File: src/include/gpport_map.svh
// register offsets, field widths and reset values of the two gpio ports
// assumes: included by bare name from design and bench files
`ifndef GPPORT_MAP_SVH
`define GPPORT_MAP_SVH

// ****************************************
// register indices (not all multiples of four: byte address is index times four)
// ****************************************
`define GPP_IDX_P7_LATCH   12'h007
`define GPP_IDX_P8_LATCH   12'h008
`define GPP_IDX_P7_PIN     12'h014
`define GPP_IDX_P8_PIN     12'h015
`define GPP_IDX_P7_DIR     12'hf21
`define GPP_IDX_P8_DIR     12'hf22
`define GPP_IDX_P7_FSEL    12'hf3b
`define GPP_IDX_P8_FSEL    12'hf3c

// ****************************************
// implemented bit masks and reset values
// ****************************************
`define GPP_P7_MASK        8'hff
`define GPP_P7_FSEL_MASK   8'h1f
`define GPP_P8_MASK        8'h03
`define GPP_RESET_VALUE    8'h00

// ****************************************
// axi responses
// ****************************************
`define GPP_RESP_OKAY      2'b00
`define GPP_RESP_SLVERR    2'b10

`endif

File: src/include/gpport_pkg.sv
// types shared by the gpio port top and its register slave
// assumes: compiled before any design file
package gpport_pkg;

  typedef enum logic [2:0] {
    GPP_REG_P7_LATCH = 3'd0,
    GPP_REG_P8_LATCH = 3'd1,
    GPP_REG_P7_PIN   = 3'd2,
    GPP_REG_P8_PIN   = 3'd3,
    GPP_REG_P7_DIR   = 3'd4,
    GPP_REG_P8_DIR   = 3'd5,
    GPP_REG_P7_FSEL  = 3'd6,
    GPP_REG_P8_FSEL  = 3'd7
  } gpport_reg_t;

  typedef logic [7:0] gpport_byte_t;

endpackage

File: src/include/gpport_reg_if.sv
// carries decoded register writes and read data between slave and port core
// assumes: one clock domain, used only inside the gpio port block
`timescale 1ns/100ps
interface gpport_reg_if;
  logic                   wr_en;
  gpport_pkg::gpport_reg_t wr_reg;
  gpport_pkg::gpport_byte_t wr_data;
  gpport_pkg::gpport_reg_t rd_reg;
  gpport_pkg::gpport_byte_t rd_data;

  modport slave (output wr_en, output wr_reg, output wr_data, output rd_reg, input rd_data);
  modport core  (input wr_en, input wr_reg, input wr_data, input rd_reg, output rd_data);
endinterface

File: src/core/gpport_top.sv
// two gpio ports: an eight-pin port and a two-pin port with peripheral sharing
// assumes: axi4-lite master on clk_i; pins asynchronous; peripherals on clk_i
//
// How it works
// - eight-pin port, per-pin input or output
// - two-pin port, per-pin direction, timer sharing
// - eight-pin port carries interrupt, divider, timer functions
// - eight-pin latch resets zero, drives level
// - eight-pin direction resets input, one means output
// - input pins feed interrupt and timer inputs
// - eight-pin select implements bits four to zero
// - select plus output drives peripheral outputs
// - eight-pin read: live pin if input, else zero
// - two-pin latch bits one and zero only
// - two-pin direction resets input, feeds timer inputs
// - two-pin select picks timer or latch outputs
// - two-pin read: pin if input, upper zero
`timescale 1ns/100ps
`include "gpport_map.svh"
module gpport_top (
  // clock and reset
  input  wire logic        clk_i,
  input  wire logic        resetn_i,
  // axi4-lite write address and data
  input  wire logic [13:0] awaddr_i,
  input  wire logic        awvalid_i,
  output logic             awready_o,
  input  wire logic [31:0] wdata_i,
  input  wire logic [3:0]  wstrb_i,
  input  wire logic        wvalid_i,
  output logic             wready_o,
  // axi4-lite write response
  output logic [1:0]       bresp_o,
  output logic             bvalid_o,
  input  wire logic        bready_i,
  // axi4-lite read
  input  wire logic [13:0] araddr_i,
  input  wire logic        arvalid_i,
  output logic             arready_o,
  output logic [31:0]      rdata_o,
  output logic [1:0]       rresp_o,
  output logic             rvalid_o,
  input  wire logic        rready_i,
  // eight-pin port pins
  input  wire logic [7:0]  port7_pin_i,
  output logic [7:0]       port7_pin_o,
  output logic [7:0]       port7_pin_oe_o,
  // two-pin port pins
  input  wire logic [1:0]  port8_pin_i,
  output logic [1:0]       port8_pin_o,
  output logic [1:0]       port8_pin_oe_o,
  // peripheral outputs routed to the pins
  input  wire logic        divider_out_i,
  input  wire logic        pulse_gen_a_out_1_i,
  input  wire logic        pulse_gen_a_out_0_i,
  input  wire logic        timer_out_01_i,
  input  wire logic        timer_out_00_i,
  input  wire logic        timer_out_03_i,
  input  wire logic        timer_out_02_i,
  // peripheral inputs taken from the pins
  output logic             ext_irq_line_four_o,
  output logic             ext_irq_line_three_o,
  output logic             ext_irq_line_two_o,
  output logic             timer_a_in_1_o,
  output logic             timer_a_in_0_o,
  output logic             timer_in_01_o,
  output logic             timer_in_00_o,
  output logic             timer_in_03_o,
  output logic             timer_in_02_o
);

  // ****************************************
  // register bus slave
  // ****************************************
  gpport_reg_if regs ();

  gpport_axil_slave u_slave (
    .clk_i     (clk_i),
    .resetn_i  (resetn_i),
    .awaddr_i  (awaddr_i),
    .awvalid_i (awvalid_i),
    .awready_o (awready_o),
    .wdata_i   (wdata_i),
    .wstrb_i   (wstrb_i),
    .wvalid_i  (wvalid_i),
    .wready_o  (wready_o),
    .bresp_o   (bresp_o),
    .bvalid_o  (bvalid_o),
    .bready_i  (bready_i),
    .araddr_i  (araddr_i),
    .arvalid_i (arvalid_i),
    .arready_o (arready_o),
    .rdata_o   (rdata_o),
    .rresp_o   (rresp_o),
    .rvalid_o  (rvalid_o),
    .rready_i  (rready_i),
    .regs      (regs)
  );

  // ****************************************
  // control registers
  // ****************************************
  logic [7:0] port7_output_latch;
  logic [7:0] port7_direction;
  logic [4:0] port7_function_select;
  logic [1:0] port8_output_latch;
  logic [1:0] port8_direction;
  logic [1:0] port8_function_select;

  function automatic logic wr_hit(input gpport_pkg::gpport_reg_t which);
    wr_hit = regs.wr_en && (regs.wr_reg == which);
  endfunction

  // only implemented bits are stored; the rest are simply not kept
  always_ff @(posedge clk_i or negedge resetn_i) begin
    if (!resetn_i) begin
      port7_output_latch    <= `GPP_RESET_VALUE;
      port7_direction       <= `GPP_RESET_VALUE;
      port7_function_select <= 5'(`GPP_RESET_VALUE);
      port8_output_latch    <= 2'(`GPP_RESET_VALUE);
      port8_direction       <= 2'(`GPP_RESET_VALUE);
      port8_function_select <= 2'(`GPP_RESET_VALUE);
    end else begin
      if (wr_hit(gpport_pkg::GPP_REG_P7_LATCH)) begin
        port7_output_latch <= regs.wr_data & `GPP_P7_MASK;
      end
      if (wr_hit(gpport_pkg::GPP_REG_P7_DIR)) begin
        port7_direction <= regs.wr_data & `GPP_P7_MASK;
      end
      if (wr_hit(gpport_pkg::GPP_REG_P7_FSEL)) begin
        port7_function_select <= regs.wr_data[4:0];
      end
      if (wr_hit(gpport_pkg::GPP_REG_P8_LATCH)) begin
        port8_output_latch <= regs.wr_data[1:0];
      end
      if (wr_hit(gpport_pkg::GPP_REG_P8_DIR)) begin
        port8_direction <= regs.wr_data[1:0];
      end
      if (wr_hit(gpport_pkg::GPP_REG_P8_FSEL)) begin
        port8_function_select <= regs.wr_data[1:0];
      end
    end
  end

  // ****************************************
  // pin input synchronisers
  // ****************************************
  logic [9:0] pin_meta;
  logic [9:0] pin_sync;

  // second stage is the only reader of the first
  always_ff @(posedge clk_i or negedge resetn_i) begin
    if (!resetn_i) begin
      pin_meta <= 10'h000;
      pin_sync <= 10'h000;
    end else begin
      pin_meta <= {port8_pin_i, port7_pin_i};
      pin_sync <= pin_meta;
    end
  end

  wire [7:0] port7_level = pin_sync[7:0];
  wire [1:0] port8_level = pin_sync[9:8];

  // ****************************************
  // read data
  // ****************************************
  wire [7:0] port7_pin_input = port7_level & ~port7_direction;
  wire [1:0] port8_pin_input = port8_level & ~port8_direction;

  logic [7:0] rd_mux;
  always_comb begin
    rd_mux = 8'h00;
    unique case (regs.rd_reg)
      gpport_pkg::GPP_REG_P7_LATCH: rd_mux = port7_output_latch;
      gpport_pkg::GPP_REG_P8_LATCH: rd_mux = {6'h00, port8_output_latch};
      gpport_pkg::GPP_REG_P7_PIN:   rd_mux = port7_pin_input;
      gpport_pkg::GPP_REG_P8_PIN:   rd_mux = {6'h00, port8_pin_input};
      gpport_pkg::GPP_REG_P7_DIR:   rd_mux = port7_direction;
      gpport_pkg::GPP_REG_P8_DIR:   rd_mux = {6'h00, port8_direction};
      gpport_pkg::GPP_REG_P7_FSEL:  rd_mux = {3'h0, port7_function_select};
      gpport_pkg::GPP_REG_P8_FSEL:  rd_mux = {6'h00, port8_function_select};
    endcase
  end
  assign regs.rd_data = rd_mux;

  // ****************************************
  // pin drive and alternate-function routing
  // ****************************************
  // bits 7..5 have no alternate output and always drive from the latch
  wire [7:0] port7_alt   = {3'h0, divider_out_i, pulse_gen_a_out_1_i, pulse_gen_a_out_0_i,
                            timer_out_01_i, timer_out_00_i};
  wire [7:0] port7_fsel8 = {3'h0, port7_function_select};
  wire [7:0] next_port7_pin = (port7_fsel8 & port7_alt) | (~port7_fsel8 & port7_output_latch);
  wire [1:0] port8_alt   = {timer_out_03_i, timer_out_02_i};
  wire [1:0] next_port8_pin = (port8_function_select & port8_alt)
                            | (~port8_function_select & port8_output_latch);

  // inputs to peripherals are gated to zero when the pin is an output
  wire [7:0] next_port7_in = port7_level & ~port7_direction;
  wire [1:0] next_port8_in = port8_level & ~port8_direction;

  // registered outputs cost one cycle on each alternate path, in exchange for glitch-free pins
  always_ff @(posedge clk_i or negedge resetn_i) begin
    if (!resetn_i) begin
      port7_pin_o          <= 8'h00;
      port7_pin_oe_o       <= 8'h00;
      port8_pin_o          <= 2'h0;
      port8_pin_oe_o       <= 2'h0;
      ext_irq_line_four_o  <= 1'b0;
      ext_irq_line_three_o <= 1'b0;
      ext_irq_line_two_o   <= 1'b0;
      timer_a_in_1_o       <= 1'b0;
      timer_a_in_0_o       <= 1'b0;
      timer_in_01_o        <= 1'b0;
      timer_in_00_o        <= 1'b0;
      timer_in_03_o        <= 1'b0;
      timer_in_02_o        <= 1'b0;
    end else begin
      port7_pin_o          <= next_port7_pin;
      port7_pin_oe_o       <= port7_direction;
      port8_pin_o          <= next_port8_pin;
      port8_pin_oe_o       <= port8_direction;
      ext_irq_line_four_o  <= next_port7_in[7];
      ext_irq_line_three_o <= next_port7_in[6];
      ext_irq_line_two_o   <= next_port7_in[5];
      timer_a_in_1_o       <= next_port7_in[3];
      timer_a_in_0_o       <= next_port7_in[2];
      timer_in_01_o        <= next_port7_in[1];
      timer_in_00_o        <= next_port7_in[0];
      timer_in_03_o        <= next_port8_in[1];
      timer_in_02_o        <= next_port8_in[0];
    end
  end

endmodule // gpport_top

File: src/core/gpport_axil_slave.sv
// axi4-lite slave that turns bus cycles into register writes and reads
// assumes: single clock, asynchronous active-low reset, one access of each kind at a time
`timescale 1ns/100ps
`include "gpport_map.svh"
module gpport_axil_slave (
  // clock and reset
  input  wire logic        clk_i,
  input  wire logic        resetn_i,
  // write address and data
  input  wire logic [13:0] awaddr_i,
  input  wire logic        awvalid_i,
  output logic             awready_o,
  input  wire logic [31:0] wdata_i,
  input  wire logic [3:0]  wstrb_i,
  input  wire logic        wvalid_i,
  output logic             wready_o,
  // write response
  output logic [1:0]       bresp_o,
  output logic             bvalid_o,
  input  wire logic        bready_i,
  // read address and data
  input  wire logic [13:0] araddr_i,
  input  wire logic        arvalid_i,
  output logic             arready_o,
  output logic [31:0]      rdata_o,
  output logic [1:0]       rresp_o,
  output logic             rvalid_o,
  input  wire logic        rready_i,
  // register side
  gpport_reg_if.slave      regs
);

  // ****************************************
  // address decode
  // ****************************************
  // result is {hit, register code}; a plain return keeps it usable in continuous assignments
  function automatic logic [3:0] decode(input logic [13:0] addr);
    logic [11:0] idx;
    idx = addr[13:2];
    decode = 4'h0;
    unique case (idx)
      `GPP_IDX_P7_LATCH: decode = {1'b1, gpport_pkg::GPP_REG_P7_LATCH};
      `GPP_IDX_P8_LATCH: decode = {1'b1, gpport_pkg::GPP_REG_P8_LATCH};
      `GPP_IDX_P7_PIN:   decode = {1'b1, gpport_pkg::GPP_REG_P7_PIN};
      `GPP_IDX_P8_PIN:   decode = {1'b1, gpport_pkg::GPP_REG_P8_PIN};
      `GPP_IDX_P7_DIR:   decode = {1'b1, gpport_pkg::GPP_REG_P7_DIR};
      `GPP_IDX_P8_DIR:   decode = {1'b1, gpport_pkg::GPP_REG_P8_DIR};
      `GPP_IDX_P7_FSEL:  decode = {1'b1, gpport_pkg::GPP_REG_P7_FSEL};
      `GPP_IDX_P8_FSEL:  decode = {1'b1, gpport_pkg::GPP_REG_P8_FSEL};
      default:           decode = 4'h0;
    endcase
  endfunction

  // ****************************************
  // write path
  // ****************************************
  logic [13:0]              aw_addr;
  logic                     aw_held;
  logic [7:0]               w_data;
  logic                     w_lane0;
  logic                     w_held;
  gpport_pkg::gpport_reg_t  w_sel;
  logic                     w_hit;
  wire                      aw_take = awvalid_i && awready_o;
  wire                      w_take  = wvalid_i && wready_o;
  wire                      w_fire  = aw_held && w_held && !bvalid_o;

  wire [3:0]                w_dec = decode(aw_addr);
  assign w_hit         = w_dec[3];
  assign w_sel         = gpport_pkg::gpport_reg_t'(w_dec[2:0]);
  assign regs.wr_en    = w_fire && w_hit && w_lane0;
  assign regs.wr_reg   = w_sel;
  assign regs.wr_data  = w_data;

  always_ff @(posedge clk_i or negedge resetn_i) begin
    if (!resetn_i) begin
      aw_addr   <= 14'h0000;
      aw_held   <= 1'b0;
      w_data    <= 8'h00;
      w_lane0   <= 1'b0;
      w_held    <= 1'b0;
      awready_o <= 1'b0;
      wready_o  <= 1'b0;
      bvalid_o  <= 1'b0;
      bresp_o   <= `GPP_RESP_OKAY;
    end else begin
      awready_o <= !aw_held && !aw_take && !bvalid_o;
      wready_o  <= !w_held && !w_take && !bvalid_o;
      if (aw_take) begin
        aw_addr <= awaddr_i;
        aw_held <= 1'b1;
      end
      if (w_take) begin
        w_data  <= wdata_i[7:0];
        w_lane0 <= wstrb_i[0];
        w_held  <= 1'b1;
      end
      if (w_fire) begin
        aw_held  <= 1'b0;
        w_held   <= 1'b0;
        bvalid_o <= 1'b1;
        bresp_o  <= w_hit ? `GPP_RESP_OKAY : `GPP_RESP_SLVERR;
      end else if (bvalid_o && bready_i) begin
        bvalid_o <= 1'b0;
      end
    end
  end

  // ****************************************
  // read path
  // ****************************************
  gpport_pkg::gpport_reg_t  r_sel;
  logic                     r_hit;
  wire                      ar_take = arvalid_i && arready_o;

  wire [3:0]                r_dec = decode(araddr_i);
  assign r_hit       = r_dec[3];
  assign r_sel       = gpport_pkg::gpport_reg_t'(r_dec[2:0]);
  assign regs.rd_reg = r_sel;

  always_ff @(posedge clk_i or negedge resetn_i) begin
    if (!resetn_i) begin
      arready_o <= 1'b0;
      rvalid_o  <= 1'b0;
      rdata_o   <= 32'h0000_0000;
      rresp_o   <= `GPP_RESP_OKAY;
    end else begin
      arready_o <= !rvalid_o && !ar_take;
      if (ar_take) begin
        rvalid_o <= 1'b1;
        rdata_o  <= r_hit ? {24'h00_0000, regs.rd_data} : 32'h0000_0000;
        rresp_o  <= r_hit ? `GPP_RESP_OKAY : `GPP_RESP_SLVERR;
      end else if (rvalid_o && rready_i) begin
        rvalid_o <= 1'b0;
      end
    end
  end

endmodule // gpport_axil_slave

File: config.mk
export PLATFORM = sky130hd
export DESIGN_NAME = gpport_top
export DESIGN_NICKNAME = d
export VERILOG_FILES = /design/src/include/gpport_pkg.sv /design/src/include/gpport_reg_if.sv /design/src/core/gpport_top.sv /design/src/core/gpport_axil_slave.sv
export VERILOG_INCLUDE_DIRS = /design/src /design/src/include
export SDC_FILE = /design/constraint.sdc
export NUM_CORES = 1
export LEC_CHECK = 0
export ABC_AREA = 1
export BUFFER_PORTS_ARGS = -buffer_cell sky130_fd_sc_hd__buf_2
export CELL_PAD_IN_SITES_DETAIL_PLACEMENT = 0
export CELL_PAD_IN_SITES_GLOBAL_PLACEMENT = 1
export CORE_AREA = 5 5 120 122
export CTS_BUF_LIST = sky130_fd_sc_hd__clkbuf_4 sky130_fd_sc_hd__clkbuf_8
export DETAILED_ROUTE_END_ITERATION = 10
export DIE_AREA = 0 0 125 127
export GPL_ROUTABILITY_DRIVEN = 1
export PLACE_DENSITY = 0.85
export SYNTH_ARGS = -nofsm -noshare
export SYNTH_HDL_FRONTEND = slang
export SYNTH_SLANG_ARGS = --single-unit
File: constraint.sdc
create_clock -name clk_i -period 1.9 [get_ports clk_i]
set_input_delay 0.38 -clock clk_i [delete_from_list [all_inputs] [get_ports clk_i]]
set_output_delay 0.38 -clock clk_i [all_outputs]
set_load 0.02 [all_outputs]
==> results.tsv <==
stage	metric	value	unit
hold_path	WHS Path Cells	1	
status	status	finished, final reports clean	
cts	Clk Tree Root Cell	clkbuf_8	
global_route	total grt overflow	0	
placement	count of port buffers added during placement	100	
global_route	largest net degree at the start of global routing	52	
critical_path	Worst setup EP type	register	
floorplanning	IO Pins	158	
flow_run	max_cap viols	0	
critical_path	setup slack, reg-to-reg	0.17	ns
power_and_ir_drop	Static Leak	3.35	nW
cts	Skew-Pair Late Insertion Delay	0.42	ns
placement	HPWL Detailed	8610	um
sta	setup TNS	0	ns
critical_path	R2R depth	9	
sta	fin crit period	1.73	ns
sta	Final period util	91.0	%
final_layout	post-layout instance area	6090	sq um
routing	Routed WL per cell	12.8	um
global_route	initial antenna violation count	0	
sta	RSZ-0062 raised after global routing	no	
floorplanning	Core Area	13100	sq um
placement	RD Place Congestion	0.820	
power_and_ir_drop	Power, Total	0.00647	W
logic_synthesis	post-synthesis average cell area	8.74	sq um
sta	Final Hold Fails	0	
final_layout	final net count	780	
critical_path	crit start category	register	
routing	drt pass-1 iters	5	
logic_synthesis	post-synth cell types	26	
sta	final count of pins violating max slew	0	
cts	Reg clk slew, reported paths	0.07	ns
logic_synthesis	flops & latches, synth	114	
routing	Detailed Route WL	11300	um
sta	WHS	0.0651	ns
routing	DRC Markers	0	
routing	vias	3899	
cts	Inserted Clock Buffers	17	
global_route	first-pass GRT wire length	19000	um
routing	Routed Antenna Nets	0	
power_and_ir_drop	worst vdd ir	0.553	mV
logic_synthesis	post-synthesis sequential area ratio	57.2	%
critical_path	CP Data Arrival Time	2.09	ns
floorplanning	# rows	42	
sta	Final setup violation count	0	
cts	TritonCTS clock tree	yes	
final_layout	Synth-to-Final Area Change	22.0	%
critical_path	slowest CP cell	dfrtp_1	
hold_path	hold wc startpoint	port7_pin_i[3]	
global_route	vias in the first global route	3954	
hold_path	WHS Endpoint	pin_meta[3]	
floorplanning	Initial Util	38.1	%
floorplanning	chip width	125	um
floorplanning	die area	15900	sq um
logic_synthesis	Post-Syn Instances	571	
critical_path	reg2reg start	u_slave.aw_addr[2]	
sta	highest clock rate	578	MHz
floorplanning	Die Y	127	um
routing	DRT iter0 DRCs	144	
critical_path	Setup CP Type	register to register	
final_layout	fraction of layout cells with a size suffix above 1	24.1	%
final_layout	Fill cells	1286	
critical_path	critical path cell sequence	nor2_2, inv_1, nor2_1, nand3_1, nand3_2, nand4_2, nor2_4, nand2_1, nand2_1	
global_route	total global routing track utilization	14.8	%
routing	routed vias/inst	4.43	
placement	Cell Area, Placed	5660	sq um
hold_path	Hold Crit Class	input port to register	
critical_path	Max stage delay on crit path	0.41	ns
cts	Clock Sinks	114	
logic_synthesis	YS warnings	0	
critical_path	CP max FO	9	
cts	H-Tree Depth	4	
power_and_ir_drop	Cell Pwr Density	1060	nW/um^2
logic_synthesis	Cell Area, Synth	4990	sq um
sta	Layout Skew	0.00845	ns
critical_path	RR Endpoint	port7_output_latch[6]	
critical_path	CP dominant cell by count	nand2_1	
final_layout	n_diodes	0	
cts	maximum clock insertion buffer count	2	
critical_path	CP Data Required Time	2.26	ns
-- metal layers --
| layer | track usage [%] | vias to the layer above | routed length, um |
|---|---|---|---|
| met3 | 3.96 | 14 | 558 |
| li1 | - | 2007 | - |
| met5 | 0 | - | 0 |
| met4 | 6.12 | 0 | 165 |
| met1 | 19.1 | 1773 | 5170 |
| met2 | 23.7 | 105 | 5400 |
-- report_power, final --
group / internal [W] / leakage, nW / switching, W
registers: 0.00277 / 1.47 / 0.000275
clock network: 0.00125 / 0.207 / 0.000978
logic: 0.000358 / 1.68 / 0.000843
-- timing repair --
item / in CTS / in global routing
resized for setup: 0 / 5
hold endpoints to repair: 27 / 0
buffers inserted: 0 / 0
endpoints found under the setup margin: 0 / 22
hold buffers: 1 / 0
-- final cells by class --
type	instances	area (sq um)	area share, %
Clock buffer	20	269	4.42
Clock inverter	12	131	2.16
Inverter	68	255	4.19
Multi-Input combinational cell	379	1750	28.7
Sequential cell	114	2850	46.9
Tap cell	176	220	3.62
Timing Repair Buffer	112	612	10.0
-- critical path: cells and delay by family (launching register included) --
kind	cells	cell delay [ns]
flops	1	0.41
simple gates	8	1.20
buf+inv	1	0.06
-- how the worst max path moves through the flow --
stage                               endpoint  cells after the start                from  slack, ns
floorplan           port7_function_select[0]                     10  u_slave.aw_addr[2]       0.42
global placement    port7_function_select[3]                     10  u_slave.aw_addr[2]       0.19
detailed placement     port7_output_latch[7]                      9  u_slave.aw_addr[2]       0.15
CTS                    port7_output_latch[7]                      9  u_slave.aw_addr[2]       0.13
global route        port7_function_select[2]                     10  u_slave.aw_addr[2]      0.006
finish                 port7_output_latch[6]                      9  u_slave.aw_addr[2]       0.17
-- through the flow --
stage / instances / worst slack (ns) / util (%)
2_1_floorplan: 596 / 0.415 / -
3_3_place_gp: 848 / 0.191 / 43.2
3_5_place_dp: 848 / 0.153 / 43.2
4_1_cts: 881 / 0.134 / 46.4
5_1_grt: 881 / 0.00624 / 46.5
6_report: 881 / 0.170 / 46.5
-- flip-flops by register name, indices dropped and copies added (netlist names), 2 cells and up --
signal                 count
port8_pin_o                2
pin_sync                  10
port7_output_latch         8
u_slave.rdata_o            8
u_slave.aw_addr           12
port7_pin_o                8
pin_meta                  10
port7_pin_oe_o             8
port8_function_select      2
port8_output_latch         2
port7_direction            8
u_slave.regs.wr_data       8
port8_pin_oe_o             2
port7_function_select      5
port8_direction            2
-- synth_stat cells --
library cell | number | area [sq um]
o22ai_1 | 6 | 37.5
nor2_8 | 1 | 20.0
nand4_2 | 1 | 12.5
nand4_4 | 1 | 21.3
buf_4 | 26 | 195
nor3_1 | 7 | 35.0
nor3_2 | 1 | 10.0
o21ai_0 | 29 | 145
nor2_1 | 45 | 169
dfrtp_1 | 114 | 2850
clkbuf_1 | 7 | 26.3
and2_1 | 1 | 6.26
nand4_1 | 24 | 150
nand2_1 | 180 | 676
nand3_2 | 5 | 50.1
inv_1 | 59 | 221
buf_6 | 2 | 22.5
conb_1 | 1 | 3.75
o21ai_1 | 2 | 10.0
clkinv_1 | 2 | 7.51
nand3_1 | 41 | 205
nor2_4 | 3 | 33.8
inv_2 | 7 | 26.3
nor4_4 | 1 | 21.3
nor2_2 | 4 | 25.0
a21oi_1 | 1 | 5.00
-- logic make-up (layout without fill, tap and decap cells) --
kind of cell | count (synthesis) | in the layout | synth area share (%)
AOI/OAI and AO/OA | 38 | 38 | 3.96
other | 1 | 26 | 0.0752
and+or+nand+nor | 315 | 315 | 28.8
DFF | 114 | 114 | 57.2
buffers and inverters | 103 | 212 | 10.0
-- cell usage in the layout, fill, tap and decap left out --
| cell type | synthesis | layout |
|---|---|---|
| nor3_2 | 1 | 1 |
| inv_6 | 0 | 2 |
| nor2_4 | 3 | 3 |
| dfrtp_1 | 114 | 114 |
| clkinv_2 | 0 | 4 |
| buf_2 | 0 | 99 |
| clkinv_4 | 0 | 3 |
| o21ai_1 | 2 | 2 |
| inv_1 | 59 | 59 |
| nand4_2 | 1 | 1 |
| nor2_1 | 45 | 43 |
| nor4_4 | 1 | 1 |
| dlygate4sd3_1 | 0 | 1 |
| nand3_1 | 41 | 40 |
| a21oi_1 | 1 | 1 |
| nor2_8 | 1 | 1 |
| nand4_1 | 24 | 24 |
| buf_6 | 2 | 1 |
| nand3_4 | 0 | 1 |
| nand3_2 | 5 | 5 |
| and2_1 | 1 | 1 |
| clkinv_1 | 2 | 2 |
| o22ai_1 | 6 | 6 |
| bufinv_16 | 0 | 2 |
| buf_12 | 0 | 1 |
| conb_1 | 1 | 26 |
| clkbuf_4 | 0 | 1 |
| nor2_2 | 4 | 6 |
| nand2_1 | 180 | 180 |
| clkinvlp_4 | 0 | 1 |
| nor3_1 | 7 | 7 |
| clkbuf_8 | 0 | 19 |
| o21ai_0 | 29 | 29 |
| nand4_4 | 1 | 1 |
| buf_4 | 26 | 10 |
| inv_2 | 7 | 7 |
Power figures use the tool's default switching activity.
